`config.mk`:
```
export PLATFORM = sky130hd
export DESIGN_NAME = rps_sequencer
export DESIGN_NICKNAME = d
export VERILOG_FILES = /design/src/rtl/rps_pkg.sv /design/src/rtl/rps_sequencer.sv
export SDC_FILE = /design/constraint.sdc
export NUM_CORES = 1
export LEC_CHECK = 0
export BUFFER_PORTS_ARGS = -buffer_cell sky130_fd_sc_hd__buf_2
export CORE_MARGIN = 2
export CORE_UTILIZATION = 30
export CTS_BUF_LIST = sky130_fd_sc_hd__clkbuf_2 sky130_fd_sc_hd__clkbuf_4 sky130_fd_sc_hd__clkbuf_8
export CTS_CLUSTER_DIAMETER = 30
export DETAILED_ROUTE_END_ITERATION = 16
export HOLD_SLACK_MARGIN = 0.06
export SKIP_CTS_REPAIR_TIMING = 1
export SYNTH_ARGS = -nofsm -noshare
export SYNTH_HDL_FRONTEND = slang
export SYNTH_SLANG_ARGS = --single-unit
```
`constraint.sdc`:
```
create_clock -name clock -period 2.1 [get_ports clock]
set_input_delay 0.105 -clock clock [delete_from_list [all_inputs] [get_ports clock]]
set_output_delay 0.105 -clock clock [all_outputs]
set_load 0.02 [all_outputs]
```
`src/rtl/rps_pkg.sv`:
```
package rps_pkg;
  localparam int CLK_HZ = 25_000_000;
  localparam int CLK_NS = 1_000_000_000 / CLK_HZ;
  localparam int TICK_US = 500;
  localparam int TICK_CYCLES = TICK_US * (CLK_HZ / 1_000_000);
  localparam int DEGLITCH_US = 1000;
  localparam int DEGLITCH_CYCLES = DEGLITCH_US * (CLK_HZ / 1_000_000);
  localparam int SW_PERIOD_NS = 476;
  localparam int SW_CYCLES = SW_PERIOD_NS / CLK_NS;
  localparam int PFM_PERSIST = 32;
  localparam int SS_STEP_SW = 256;
  // Register byte offsets
  localparam logic [7:0] OFS_FIRST_CONVERTER = 8'h00;
  localparam logic [7:0] OFS_SECOND_CONVERTER = 8'h04;
  localparam logic [7:0] OFS_LIN1 = 8'h08;
  localparam logic [7:0] OFS_LIN2 = 8'h0c;
  localparam logic [7:0] OFS_ON_DLY = 8'h10;
  localparam logic [7:0] OFS_OFF_DLY = 8'h14;
  localparam logic [7:0] OFS_STATUS = 8'h18;
  // Control register fields
  localparam int EN_BIT = 0;
  localparam int FPWM_BIT = 1;
  localparam int VSEL_LSB = 8;
  localparam logic [4:0] VSEL_RST_B1 = 5'h08;
  localparam logic [4:0] VSEL_RST_B2 = 5'h10;
  localparam logic [4:0] VSEL_RST_L1 = 5'h08;
  localparam logic [4:0] VSEL_RST_L2 = 5'h10;
  // On-delay codes: 0..5 = 1, 1.5, 2, 3, 6, 11 ms; three bits per regulator
  localparam logic [11:0] ON_DLY_RST = 12'h8d1;
  // Off delays in half-millisecond ticks
  localparam logic [19:0] OFF_DLY_RST = 20'h61883;
  // Soft-start current limit steps in mA
  localparam logic [9:0] SS_B1_MA0 = 10'h0b4;
  localparam logic [9:0] SS_B1_MA1 = 10'h12c;
  localparam logic [9:0] SS_B1_MA2 = 10'h2d0;
  localparam logic [9:0] SS_B2_MA0 = 10'h0a1;
  localparam logic [9:0] SS_B2_MA1 = 10'h12c;
  localparam logic [9:0] SS_B2_MA2 = 10'h218;

  typedef enum logic [1:0] {SQ_STANDBY, SQ_UP, SQ_ACTIVE, SQ_DOWN} rps_seq_e;
  typedef enum logic [2:0] {CV_OFF, CV_SOFT, CV_PWM, CV_SLEEP, CV_HS, CV_LS} rps_cv_e;

  // Converter comparators, from the analog side
  typedef struct packed {
    logic dcm;
    logic peak_low;
    logic below_low;
    logic above_high;
    logic below_low2;
    logic peak_pfm;
    logic zero_cur;
  } rps_sense_s;

  // Converter power-stage commands
  typedef struct packed {
    logic hs;
    logic ls;
    logic pwm_run;
    logic pfm;
  } rps_gate_s;

  function automatic logic [4:0] rps_on_half(input logic [2:0] code);
    case (code)
      3'h0: rps_on_half = 5'h02;
      3'h1: rps_on_half = 5'h03;
      3'h2: rps_on_half = 5'h04;
      3'h3: rps_on_half = 5'h06;
      3'h4: rps_on_half = 5'h0c;
      default: rps_on_half = 5'h16;
    endcase
  endfunction

  function automatic rps_gate_s rps_decode(input rps_cv_e st);
    rps_gate_s g;
    g = '0;
    case (st)
      CV_OFF: g.ls = 1'b1;
      CV_SOFT, CV_PWM: g.pwm_run = 1'b1;
      CV_SLEEP: g.pfm = 1'b1;
      CV_HS: begin
        g.hs = 1'b1;
        g.pfm = 1'b1;
      end
      CV_LS: begin
        g.ls = 1'b1;
        g.pfm = 1'b1;
      end
      default: g = '0;
    endcase
    return g;
  endfunction
endpackage

```
`src/rtl/rps_sequencer.sv`:
```
`timescale 1ns/1ps
`default_nettype none
// How it works
// PWM goes to PFM only after light-load condition lasts 32 switching cycles
// In PFM, below low threshold, high side on until high threshold or peak
// After high side, low side on until zero current, repeat while below high
// At high threshold, low side zeroes current, then both off and sleep
// Output below the low2 threshold returns the converter to PWM
// Mode is automatic by default; force bit set holds PWM
// Each converter has an enable bit in its control register
// Finishing power-up enables both converters and restores default voltages
// Shut-down converter keeps low side on, high side and control off
// Soft start only on enable rising while supply is good
// Soft-start current limit steps 180/300/720 and 161/300/536 mA
// Host keeps converters off during power-up and low supply
// Every regulator has its own enable pin
// Undriven enables and trigger read low, regulators stay off
// Trigger rising edge starts the timed power-on sequence
// Trigger falling edge starts the timed power-off sequence
// Trigger is deglitched for 1 ms before an edge counts
// While trigger is high, enable pins have no effect
// Regulator on = enable bit AND (own pin OR trigger high)
// Power-on delays default 1.5, 2, 3 and 6 ms
// Power-on delays programmable to 1, 1.5, 2, 3, 6 or 11 ms
// Power-off delays default 1.5, 2, 3 and 6 ms
// Power-off delays factory-set from 0, 0.5, 1, 2, 5, 10 ms; the default OFF_DLY gives 1.5, 2, 3 and 6 ms
// A new trigger edge aborts the running sequence and restarts timing
// Sequence delays counted on a 0.5 ms internal time base
module rps_sequencer #(
  parameter int TICK_CYCLES = rps_pkg::TICK_CYCLES,
  parameter int DEGLITCH_CYCLES = rps_pkg::DEGLITCH_CYCLES,
  parameter logic [19:0] OFF_DLY = rps_pkg::OFF_DLY_RST
) (
  // Clock and reset
  input wire logic clock,
  input wire logic rst,
  // APB slave
  input wire logic psel,
  input wire logic penable,
  input wire logic pwrite,
  input wire logic [7:0] paddr,
  input wire logic [31:0] pwdata,
  output logic [31:0] prdata,
  output logic pready,
  output logic pslverr,
  // Pins
  input wire logic seq_trigger_pin,
  input wire logic buck_one_enable_pin,
  input wire logic buck_two_enable_pin,
  input wire logic linear_one_enable_pin,
  input wire logic linear_two_enable_pin,
  input wire logic supply_ok,
  // Converter comparators
  input wire rps_pkg::rps_sense_s [1:0] sense,
  // Regulator controls
  output rps_pkg::rps_gate_s [1:0] gate,
  output logic [1:0][9:0] ilim_ma,
  output logic [3:0] reg_on,
  output logic [3:0][4:0] vsel
);
  localparam int TW = $clog2(TICK_CYCLES + 1);
  localparam int DW = $clog2(DEGLITCH_CYCLES + 1);

  logic [5:0] pin_m, pin_s;
  logic [13:0] sns_m, sns_s;
  rps_pkg::rps_sense_s [1:0] sn;
  logic trig_f, trig_rise, trig_fall;
  logic [DW-1:0] dg_cnt;
  rps_pkg::rps_seq_e seq_state;
  logic [TW-1:0] tick_cnt;
  logic [4:0] elapsed;
  logic [3:0] seq_on, en_bit;
  logic [1:0] fpwm;
  logic [11:0] on_dly;
  logic [3:0] next_reg_on;
  logic [3:0] pin_en;
  logic [3:0][4:0] on_half, off_half;
  logic sw_en;
  logic [3:0] sw_cnt;
  logic acc_go, wr_go;
  logic rd_hit;
  logic [31:0] rd_word;

  // Pin synchronisers; reset low so an open pin keeps everything off
  always_ff @(posedge clock) begin
    if (rst) begin
      pin_m <= '0;
      pin_s <= '0;
      sns_m <= '0;
      sns_s <= '0;
    end else begin
      pin_m <= {seq_trigger_pin, linear_two_enable_pin, linear_one_enable_pin,
                buck_two_enable_pin, buck_one_enable_pin, supply_ok};
      pin_s <= pin_m;
      sns_m <= sense;
      sns_s <= sns_m;
    end
  end
  assign sn = sns_s;
  assign pin_en = pin_s[4:1];

  // Trigger deglitch
  always_ff @(posedge clock) begin
    if (rst) begin
      trig_f <= 1'b0;
      dg_cnt <= '0;
      trig_rise <= 1'b0;
      trig_fall <= 1'b0;
    end else begin
      trig_rise <= 1'b0;
      trig_fall <= 1'b0;
      if (pin_s[5] == trig_f) begin
        dg_cnt <= '0;
      end else if (dg_cnt == DW'(DEGLITCH_CYCLES - 1)) begin
        dg_cnt <= '0;
        trig_f <= pin_s[5];
        trig_rise <= pin_s[5];
        trig_fall <= ~pin_s[5];
      end else begin
        dg_cnt <= dg_cnt + 1'b1;
      end
    end
  end

  // Sequence timing on the half-millisecond time base
  always_ff @(posedge clock) begin
    if (rst) begin
      seq_state <= rps_pkg::SQ_STANDBY;
      tick_cnt <= '0;
      elapsed <= '0;
    end else if (trig_rise || trig_fall) begin
      seq_state <= trig_rise ? rps_pkg::SQ_UP : rps_pkg::SQ_DOWN;
      tick_cnt <= '0;
      elapsed <= '0;
    end else begin
      case (seq_state)
        rps_pkg::SQ_UP, rps_pkg::SQ_DOWN: begin
          if (tick_cnt == TW'(TICK_CYCLES - 1)) begin
            tick_cnt <= '0;
            if (elapsed != 5'h1f) begin
              elapsed <= elapsed + 1'b1;
            end
          end else begin
            tick_cnt <= tick_cnt + 1'b1;
          end
          if (seq_state == rps_pkg::SQ_UP && seq_on == 4'hf) begin
            seq_state <= rps_pkg::SQ_ACTIVE;
          end else if (seq_state == rps_pkg::SQ_DOWN && seq_on == 4'h0) begin
            seq_state <= rps_pkg::SQ_STANDBY;
          end
        end
        default: tick_cnt <= '0;
      endcase
    end
  end

  for (genvar k = 0; k < 4; k++) begin : g_seq
    assign on_half[k] = rps_pkg::rps_on_half(on_dly[3*k +: 3]);
    assign off_half[k] = OFF_DLY[5*k +: 5];
    always_ff @(posedge clock) begin
      if (rst) begin
        seq_on[k] <= 1'b0;
      end else if (seq_state == rps_pkg::SQ_UP && !trig_rise && !trig_fall
                   && elapsed >= on_half[k]) begin
        seq_on[k] <= 1'b1;
      end else if (seq_state == rps_pkg::SQ_DOWN && !trig_rise && !trig_fall
                   && elapsed >= off_half[k]) begin
        seq_on[k] <= 1'b0;
      end
    end
    // Pins are masked while the trigger is high
    assign next_reg_on[k] = en_bit[k] & pin_s[0]
                            & (seq_on[k] | (pin_en[k] & ~trig_f));
  end

  always_ff @(posedge clock) begin
    if (rst) begin
      reg_on <= '0;
    end else begin
      reg_on <= next_reg_on;
    end
  end

  // APB: one wait state, write lands at the completing edge
  assign acc_go = psel & penable & ~pready;
  assign wr_go = psel & penable & pready & pwrite;

  always_comb begin
    rd_hit = 1'b1;
    rd_word = '0;
    if (paddr == rps_pkg::OFS_FIRST_CONVERTER) begin
      rd_word = {19'h0, vsel[0], 6'h0, fpwm[0], en_bit[0]};
    end else if (paddr == rps_pkg::OFS_SECOND_CONVERTER) begin
      rd_word = {19'h0, vsel[1], 6'h0, fpwm[1], en_bit[1]};
    end else if (paddr == rps_pkg::OFS_LIN1) begin
      rd_word = {19'h0, vsel[2], 7'h0, en_bit[2]};
    end else if (paddr == rps_pkg::OFS_LIN2) begin
      rd_word = {19'h0, vsel[3], 7'h0, en_bit[3]};
    end else if (paddr == rps_pkg::OFS_ON_DLY) begin
      rd_word = {20'h0, on_dly};
    end else if (paddr == rps_pkg::OFS_OFF_DLY) begin
      rd_word = {12'h0, OFF_DLY};
    end else if (paddr == rps_pkg::OFS_STATUS) begin
      rd_word = {18'h0, pin_s[0], gate[1].pfm, gate[0].pfm, trig_f,
                 2'(seq_state), seq_on, reg_on};
    end else begin
      rd_hit = 1'b0;
    end
  end

  always_ff @(posedge clock) begin
    if (rst) begin
      pready <= 1'b0;
      prdata <= '0;
      pslverr <= 1'b0;
    end else begin
      pready <= acc_go;
      pslverr <= acc_go & ~rd_hit;
      prdata <= (acc_go && !pwrite) ? rd_word : '0;
    end
  end

  // Control registers; completing power-up restores converter enables and default voltages
  always_ff @(posedge clock) begin
    if (rst) begin
      en_bit <= 4'hf;
      fpwm <= '0;
      on_dly <= rps_pkg::ON_DLY_RST;
      vsel <= {rps_pkg::VSEL_RST_L2, rps_pkg::VSEL_RST_L1,
               rps_pkg::VSEL_RST_B2, rps_pkg::VSEL_RST_B1};
    end else if (seq_state == rps_pkg::SQ_UP && seq_on == 4'hf && !trig_rise
                 && !trig_fall) begin
      en_bit[1:0] <= 2'b11;
      vsel[0] <= rps_pkg::VSEL_RST_B1;
      vsel[1] <= rps_pkg::VSEL_RST_B2;
    end else if (wr_go) begin
      if (paddr == rps_pkg::OFS_FIRST_CONVERTER) begin
        en_bit[0] <= pwdata[rps_pkg::EN_BIT];
        fpwm[0] <= pwdata[rps_pkg::FPWM_BIT];
        vsel[0] <= pwdata[rps_pkg::VSEL_LSB +: 5];
      end else if (paddr == rps_pkg::OFS_SECOND_CONVERTER) begin
        en_bit[1] <= pwdata[rps_pkg::EN_BIT];
        fpwm[1] <= pwdata[rps_pkg::FPWM_BIT];
        vsel[1] <= pwdata[rps_pkg::VSEL_LSB +: 5];
      end else if (paddr == rps_pkg::OFS_LIN1) begin
        en_bit[2] <= pwdata[rps_pkg::EN_BIT];
        vsel[2] <= pwdata[rps_pkg::VSEL_LSB +: 5];
      end else if (paddr == rps_pkg::OFS_LIN2) begin
        en_bit[3] <= pwdata[rps_pkg::EN_BIT];
        vsel[3] <= pwdata[rps_pkg::VSEL_LSB +: 5];
      end else if (paddr == rps_pkg::OFS_ON_DLY) begin
        on_dly <= pwdata[11:0];
      end
    end
  end

  // Switching-clock enable
  always_ff @(posedge clock) begin
    if (rst) begin
      sw_cnt <= '0;
      sw_en <= 1'b0;
    end else begin
      sw_en <= (sw_cnt == 4'(rps_pkg::SW_CYCLES - 1));
      sw_cnt <= (sw_cnt == 4'(rps_pkg::SW_CYCLES - 1)) ? 4'h0 : sw_cnt + 1'b1;
    end
  end

  // Converter control
  rps_pkg::rps_cv_e cv_state [2];
  rps_pkg::rps_cv_e next_cv [2];
  logic [5:0] persist [2];
  logic [1:0] ss_step [2];
  logic [7:0] ss_cnt [2];

  for (genvar i = 0; i < 2; i++) begin : g_cv
    logic light;
    logic ss_done;
    assign light = sn[i].dcm | sn[i].peak_low;
    assign ss_done = sw_en && ss_step[i] == 2'h2
                     && ss_cnt[i] == 8'(rps_pkg::SS_STEP_SW - 1);

    always_comb begin
      next_cv[i] = cv_state[i];
      if (!reg_on[i]) begin
        next_cv[i] = rps_pkg::CV_OFF;
      end else begin
        case (cv_state[i])
          rps_pkg::CV_OFF: next_cv[i] = rps_pkg::CV_SOFT;
          rps_pkg::CV_SOFT: if (ss_done) next_cv[i] = rps_pkg::CV_PWM;
          rps_pkg::CV_PWM: begin
            if (!fpwm[i] && sw_en && light
                && persist[i] == 6'(rps_pkg::PFM_PERSIST - 1)) begin
              next_cv[i] = rps_pkg::CV_SLEEP;
            end
          end
          rps_pkg::CV_SLEEP: begin
            if (fpwm[i] || sn[i].below_low2) next_cv[i] = rps_pkg::CV_PWM;
            else if (sn[i].below_low) next_cv[i] = rps_pkg::CV_HS;
          end
          rps_pkg::CV_HS: begin
            if (fpwm[i] || sn[i].below_low2) next_cv[i] = rps_pkg::CV_PWM;
            else if (sn[i].above_high || sn[i].peak_pfm) next_cv[i] = rps_pkg::CV_LS;
          end
          rps_pkg::CV_LS: begin
            if (fpwm[i] || sn[i].below_low2) begin
              next_cv[i] = rps_pkg::CV_PWM;
            end else if (sn[i].zero_cur) begin
              next_cv[i] = sn[i].above_high ? rps_pkg::CV_SLEEP : rps_pkg::CV_HS;
            end
          end
          default: next_cv[i] = rps_pkg::CV_OFF;
        endcase
      end
    end

    always_ff @(posedge clock) begin
      if (rst) begin
        cv_state[i] <= rps_pkg::CV_OFF;
        gate[i] <= rps_pkg::rps_decode(rps_pkg::CV_OFF);
      end else begin
        cv_state[i] <= next_cv[i];
        gate[i] <= rps_pkg::rps_decode(next_cv[i]);
      end
    end

    // Light-load persistence, counted in switching cycles
    always_ff @(posedge clock) begin
      if (rst || cv_state[i] != rps_pkg::CV_PWM || !light) begin
        persist[i] <= '0;
      end else if (sw_en && persist[i] != 6'(rps_pkg::PFM_PERSIST - 1)) begin
        persist[i] <= persist[i] + 1'b1;
      end
    end

    // Soft-start current-limit steps
    always_ff @(posedge clock) begin
      if (rst || next_cv[i] != rps_pkg::CV_SOFT) begin
        ss_step[i] <= '0;
        ss_cnt[i] <= '0;
      end else if (sw_en) begin
        ss_cnt[i] <= ss_cnt[i] + 1'b1;
        if (ss_cnt[i] == 8'(rps_pkg::SS_STEP_SW - 1) && ss_step[i] != 2'h2) begin
          ss_step[i] <= ss_step[i] + 1'b1;
        end
      end
    end
  end

  always_ff @(posedge clock) begin
    if (rst) begin
      ilim_ma <= '0;
    end else begin
      ilim_ma[0] <= next_cv[0] != rps_pkg::CV_SOFT ? 10'h000 :
                    ss_step[0] == 2'h0 ? rps_pkg::SS_B1_MA0 :
                    ss_step[0] == 2'h1 ? rps_pkg::SS_B1_MA1 : rps_pkg::SS_B1_MA2;
      ilim_ma[1] <= next_cv[1] != rps_pkg::CV_SOFT ? 10'h000 :
                    ss_step[1] == 2'h0 ? rps_pkg::SS_B2_MA0 :
                    ss_step[1] == 2'h1 ? rps_pkg::SS_B2_MA1 : rps_pkg::SS_B2_MA2;
    end
  end
endmodule
`default_nettype wire

```
* Word-level counts from Yosys, hierarchy flattened
Memory sizes are Yosys's and may differ from the RTL's.
Cells that the tools add are included.
Widths: inputs -> output; s select.
** Cells by class
- Equal/unequal tests :: 66
- Mux-type cells :: 103
- Reductions and logical operators :: 99
- Bitwise logic cells :: 45
- $lt $le $gt $ge :: 8
- $add $sub $neg :: 10
** Operator list (count)
- $pmux 5 s5 :: 4
- $mux 3 :: 22
- $mux 13 :: 5
- $mux 1 :: 53
- $eq 3x2->1 const B :: 16
- $eq 3x3->1 const B :: 12
- $pmux 3 s6 :: 2
- $mux 8 :: 4
- $logic_and 1x1->1 :: 31
- $eq 3x1->1 const B :: 8
- $eq 8x5->1 const B :: 3
- $logic_not 3->1 :: 8
- $reduce_or 2->1 :: 11
- $ge 5x5->1 :: 4
- $mux 10 :: 2
- $mux 19 :: 1
- $reduce_or 3->1 :: 6
- $and 1x1->1 :: 17
- $add 8x1->8 const B :: 2
- $eq 8x4->1 const B :: 2
- $eq 8x8->1 const B :: 2
- $add 15x1->15 const B :: 1
- $eq 15x15->1 const B :: 1
- $add 14x1->14 const B :: 1
- 42 further kinds :: 113
** Storage, ports and cells
- Output and inout port bits :: 86
- Bits in writable memories :: 38
- Memories kept :: 4
- Input bits :: 65
- Logic and storage cells :: 383
- Register bits :: 192
** Memory list
- ss_cnt :: words 2, width 8, read ports 2, clocked after memory_dff 0, wr ports 2, line rps_sequencer.sv:273 : logic [7:0] ss_cnt [2];
- persist :: words 2, width 6, read ports 2, clocked after memory_dff 0, wr ports 2, line rps_sequencer.sv:271 : logic [5:0] persist [2];
- cv_state :: words 2, width 3, read ports 2, clocked after memory_dff 0, wr ports 2, line rps_sequencer.sv:269 : rps_pkg::rps_cv_e cv_state [2];
- ss_step :: words 2, width 2, read ports 2, clocked after memory_dff 0, wr ports 2, line rps_sequencer.sv:272 : logic [1:0] ss_step [2];

* Depth between registers and ports, before layout
- Word-level depth :: 12
- Mapped depth :: 8
- Mapped depth without buffers :: 8

* Least setup slack after synthesis
OpenSTA, ideal clock, no wires.
- Kind :: register to register
- Start point :: mem persist[0][0]
- End point :: mem ss_cnt[0][0], enable pin
- Period minus slack after synthesis :: 2288 ps
- Data arrival time :: 1994 ps
- Slack :: -188 ps
- Stages on the path, launching flop included :: 7
- Required time :: 1806 ps
- Library setup time :: 294 ps
- Cell sequence :: edfxtp_1 > ha_1 > nand3_1 > or3b_2 > nor4_2 > o31ai_1 > or3_1
** RTL lines (line)
- start, declared :: rps_sequencer.sv:271
- end, declared :: rps_sequencer.sv:273

* Final worst setup path
- Start point :: in penable
- End point :: reg prdata[17]
** On the way
- Word-level cells in the longest chain between the ends :: 5
** Ends and longest elaborated chain
- start, declared :: line rps_sequencer.sv:39 : input wire logic penable,
- $and 1x1->1 (2 in a row) :: line rps_sequencer.sv:185 : assign acc_go = psel & penable & ~pready;
- $logic_and 1x1->1 :: line rps_sequencer.sv:219 : prdata <= (acc_go && !pwrite) ? rd_word : '0;
- $not 1->1 (no source line)
- $reduce_or 7->1 (no source line)
- end signal, assigned :: line rps_sequencer.sv:219
- end, declared :: line rps_sequencer.sv:43 : output logic [31:0] prdata,
No other way between the ends.
A chain may end at the register's enable or synchronous reset.

==> out/results.tsv <==
metric	value	unit
area delta synth->final	32.9	%
met3 wire len	1210	um
post-synthesis instance total	970	
Design Area, Final	0.0121	mm^2
run status	finished, violations left	
Mapped Area	0.00911	mm^2
setup ws final	-45.9	ps
Worst Tran Pin Value	523	ps
Skew-Pair Late Insertion Delay	570	ps
PortBufs	111	
total gr overflow	0	
WL/cell	14.3	um
pre-CTS setup slack	-318	ps
area leader, netlist	dfxtp_1	
average size of a mapped cell	9.39	um^2
via count	7523	
DR iter-0 viols	387	
Post-synth top cells	dfxtp_1, nor2_1, nand2_1	
register area share after synthesis	0.479	
Worst Skew	43.0	ps
Setup TNS	-66.9	ps
met2 WL	11000	um
CP Data Required Time	2580	ps
DP Cell Count	1491	
reg-to-reg slack, setup	0	ps
switch share	0.223	
worst min-delay path class	input pin to register	
crit path time final	2150	ps
Post-DP Area	0.0104	mm^2
hold path depth	3	
Peak supply drop	0.357	mV
first-pass GRT wire length	35600	um
Core ar.	0.0298	mm^2
initial antenna violation count	0	
GP Congestion	0.778	
FFs w/ async S/R, synth	0	
Fmax achieved	466	MHz
WL final	23200	um
ANT nets after route	0	
Comb pwr share	0.037	
Critical Path End	prdata[17]	
Setup CP Type	input pin to register	
drt pass-1 iters	5	
site row count	63	
Clock power frac	0.568	
sequential share of power	0.396	
R2R depth	6	
largest net degree at the start of global routing	38	
fin cells	1625	
clk buf depth	3	
crit path max fanout	4	
r2r endpoint	ss_cnt[0][7]	
CTS Buf Count	49	
routed vias/inst	4.63	
Sw Pwr	2.25	mW
internal power	7.86	mW
FF+latch count, synth	202	
Ports	151	
CP startpoint kind	input pin	
fin. max-slew vios	0	
YS warnings	0	
Final Setup Violations	9	
# H-tree levels	2	
die span in y	178	um
DRC	0	
worst flop-to-flop path startpoint	persist[0][0]	
clk sinks	202	
final hold vios	0	
layout cells sized above 1	0.241	
initial core utilization	0.306	
RSZ-0062 raised after global routing	true	
power per cell area	835	mW/mm^2
Root Buffer	clkbuf_8	
wl on met1	10500	um
CTS tree	built	
most area-consuming cells after synthesis	dfxtp_1, edfxtp_1, nor2_1	
GRT Util Overall	0.140	
ys flop type	dfxtp_1	
worst hold slack	51.7	ps
Tot Pwr	10.1	mW
final net count	1297	
Final HPWL DP	16600	um
Clock transition at path regs	50	ps
EDFF count, synth	32	
Worst Path Arrival	2630	ps
Worst setup EP type	register	
max layer used	met4	
Synth cell types	64	
Final Core Density	0.406	
vias in the first global route	7091	
failing checks	negative setup slack	
crit path from	penable	
top-count cell post-synth	dfxtp_1	
Slew headroom	0.651	
Die Area	0.0318	mm^2
ant diodes	0	
Final period util	1.02	
Max Cap Viol	0	
leakage	4.95	nW
die width	178	um
top cell type's share of synthesized area	0.374	
registers in the layout, indices dropped and copies added, names as in the netlist, 5 cells and up:
name,count
pin_m,6
pin_s,6
ilim_ma,9
on_dly,12
vsel,20
elapsed,5
gate,8
cv_state,6
ss_cnt,16
tick_cnt,14
sn,14
prdata,15
sns_m,14
dg_cnt,15
persist,12
worst max-delay path, stage by stage:
cell and delay (ps):
dlygate4sd3_1 530, buf_2 130, nand2_1 50, dlygate4sd3_1 560, or4_1 510, nor2_1 290
buf_4 170, nand2_1 90, nor2_1 180
cells in the final DEF (no fill, tap or decap), types with 24 or more instances in the layout:
| cell type | count |
|---|---|
| dfxtp_1 | 170 |
| nor2_1 | 131 |
| buf_2 | 111 |
| nand2_1 | 65 |
| buf_4 | 63 |
| clkbuf_8 | 54 |
| nor2b_1 | 49 |
| mux2i_1 | 43 |
| dlygate4sd3_1 | 39 |
| a21oi_1 | 38 |
| ha_1 | 37 |
| nor3_1 | 36 |
| nand3_1 | 35 |
| edfxtp_1 | 32 |
| xnor2_1 | 26 |
| xor2_1 | 26 |
| inv_1 | 25 |
| o21ai_0 | 24 |
power by group through the flow:
stage,registers [mW],clock network (mW),logic (mW)
5_1_grt,4.00,6.06,0.405
2_1_floorplan,4.08,0,0.206
3_3_place_gp,4.08,0,0.311
6_report,4.00,5.74,0.371
4_1_cts,4.00,5.87,0.315
3_5_place_dp,4.08,0,0.313
cell type report:
| class | count | area, um^2 |
|---|---|---|
| clock buffer | 64 | 818 |
| clock inverter | 28 | 414 |
| fill | 2942 | 17700 |
| inverter | 26 | 97.6 |
| multi-input combinational | 701 | 4490 |
| sequential | 202 | 4360 |
| tap | 390 | 488 |
| timing repair buffer | 214 | 1440 |
routing by layer:
metal,vias to the layer above,global-route usage
met4,0,0.0484
met2,182,0.234
li1,3806,-
met3,38,0.0324
met1,3497,0.178
met5,-,0
worst min-delay path by stage:
stage	from	slack [ps]	endpoint
after floorplan	pwdata[0]	230	en_bit[2]
after global placement	sense[13]	320	sns_m[13]
after detailed placement	sense[2]	320	sns_m[2]
after CTS	sense[13]	-300	sns_m[13]
after global routing	rst	60	gate[5]
final	rst	50	pslverr
kinds of logic after synthesis:
| kind of cell | share of synthesized area |
|---|---|
| adder cells (fa/ha/maj) | 0.0522 |
| other | 0.000412 |
| flip-flops | 0.479 |
| XOR/XNOR | 0.0500 |
| AND/OR/NAND/NOR | 0.246 |
| multiplexers | 0.0497 |
| AO/OA/AOI/OAI | 0.0742 |
| buffers and inverters | 0.0487 |
(Power assumes the default switching activity.)
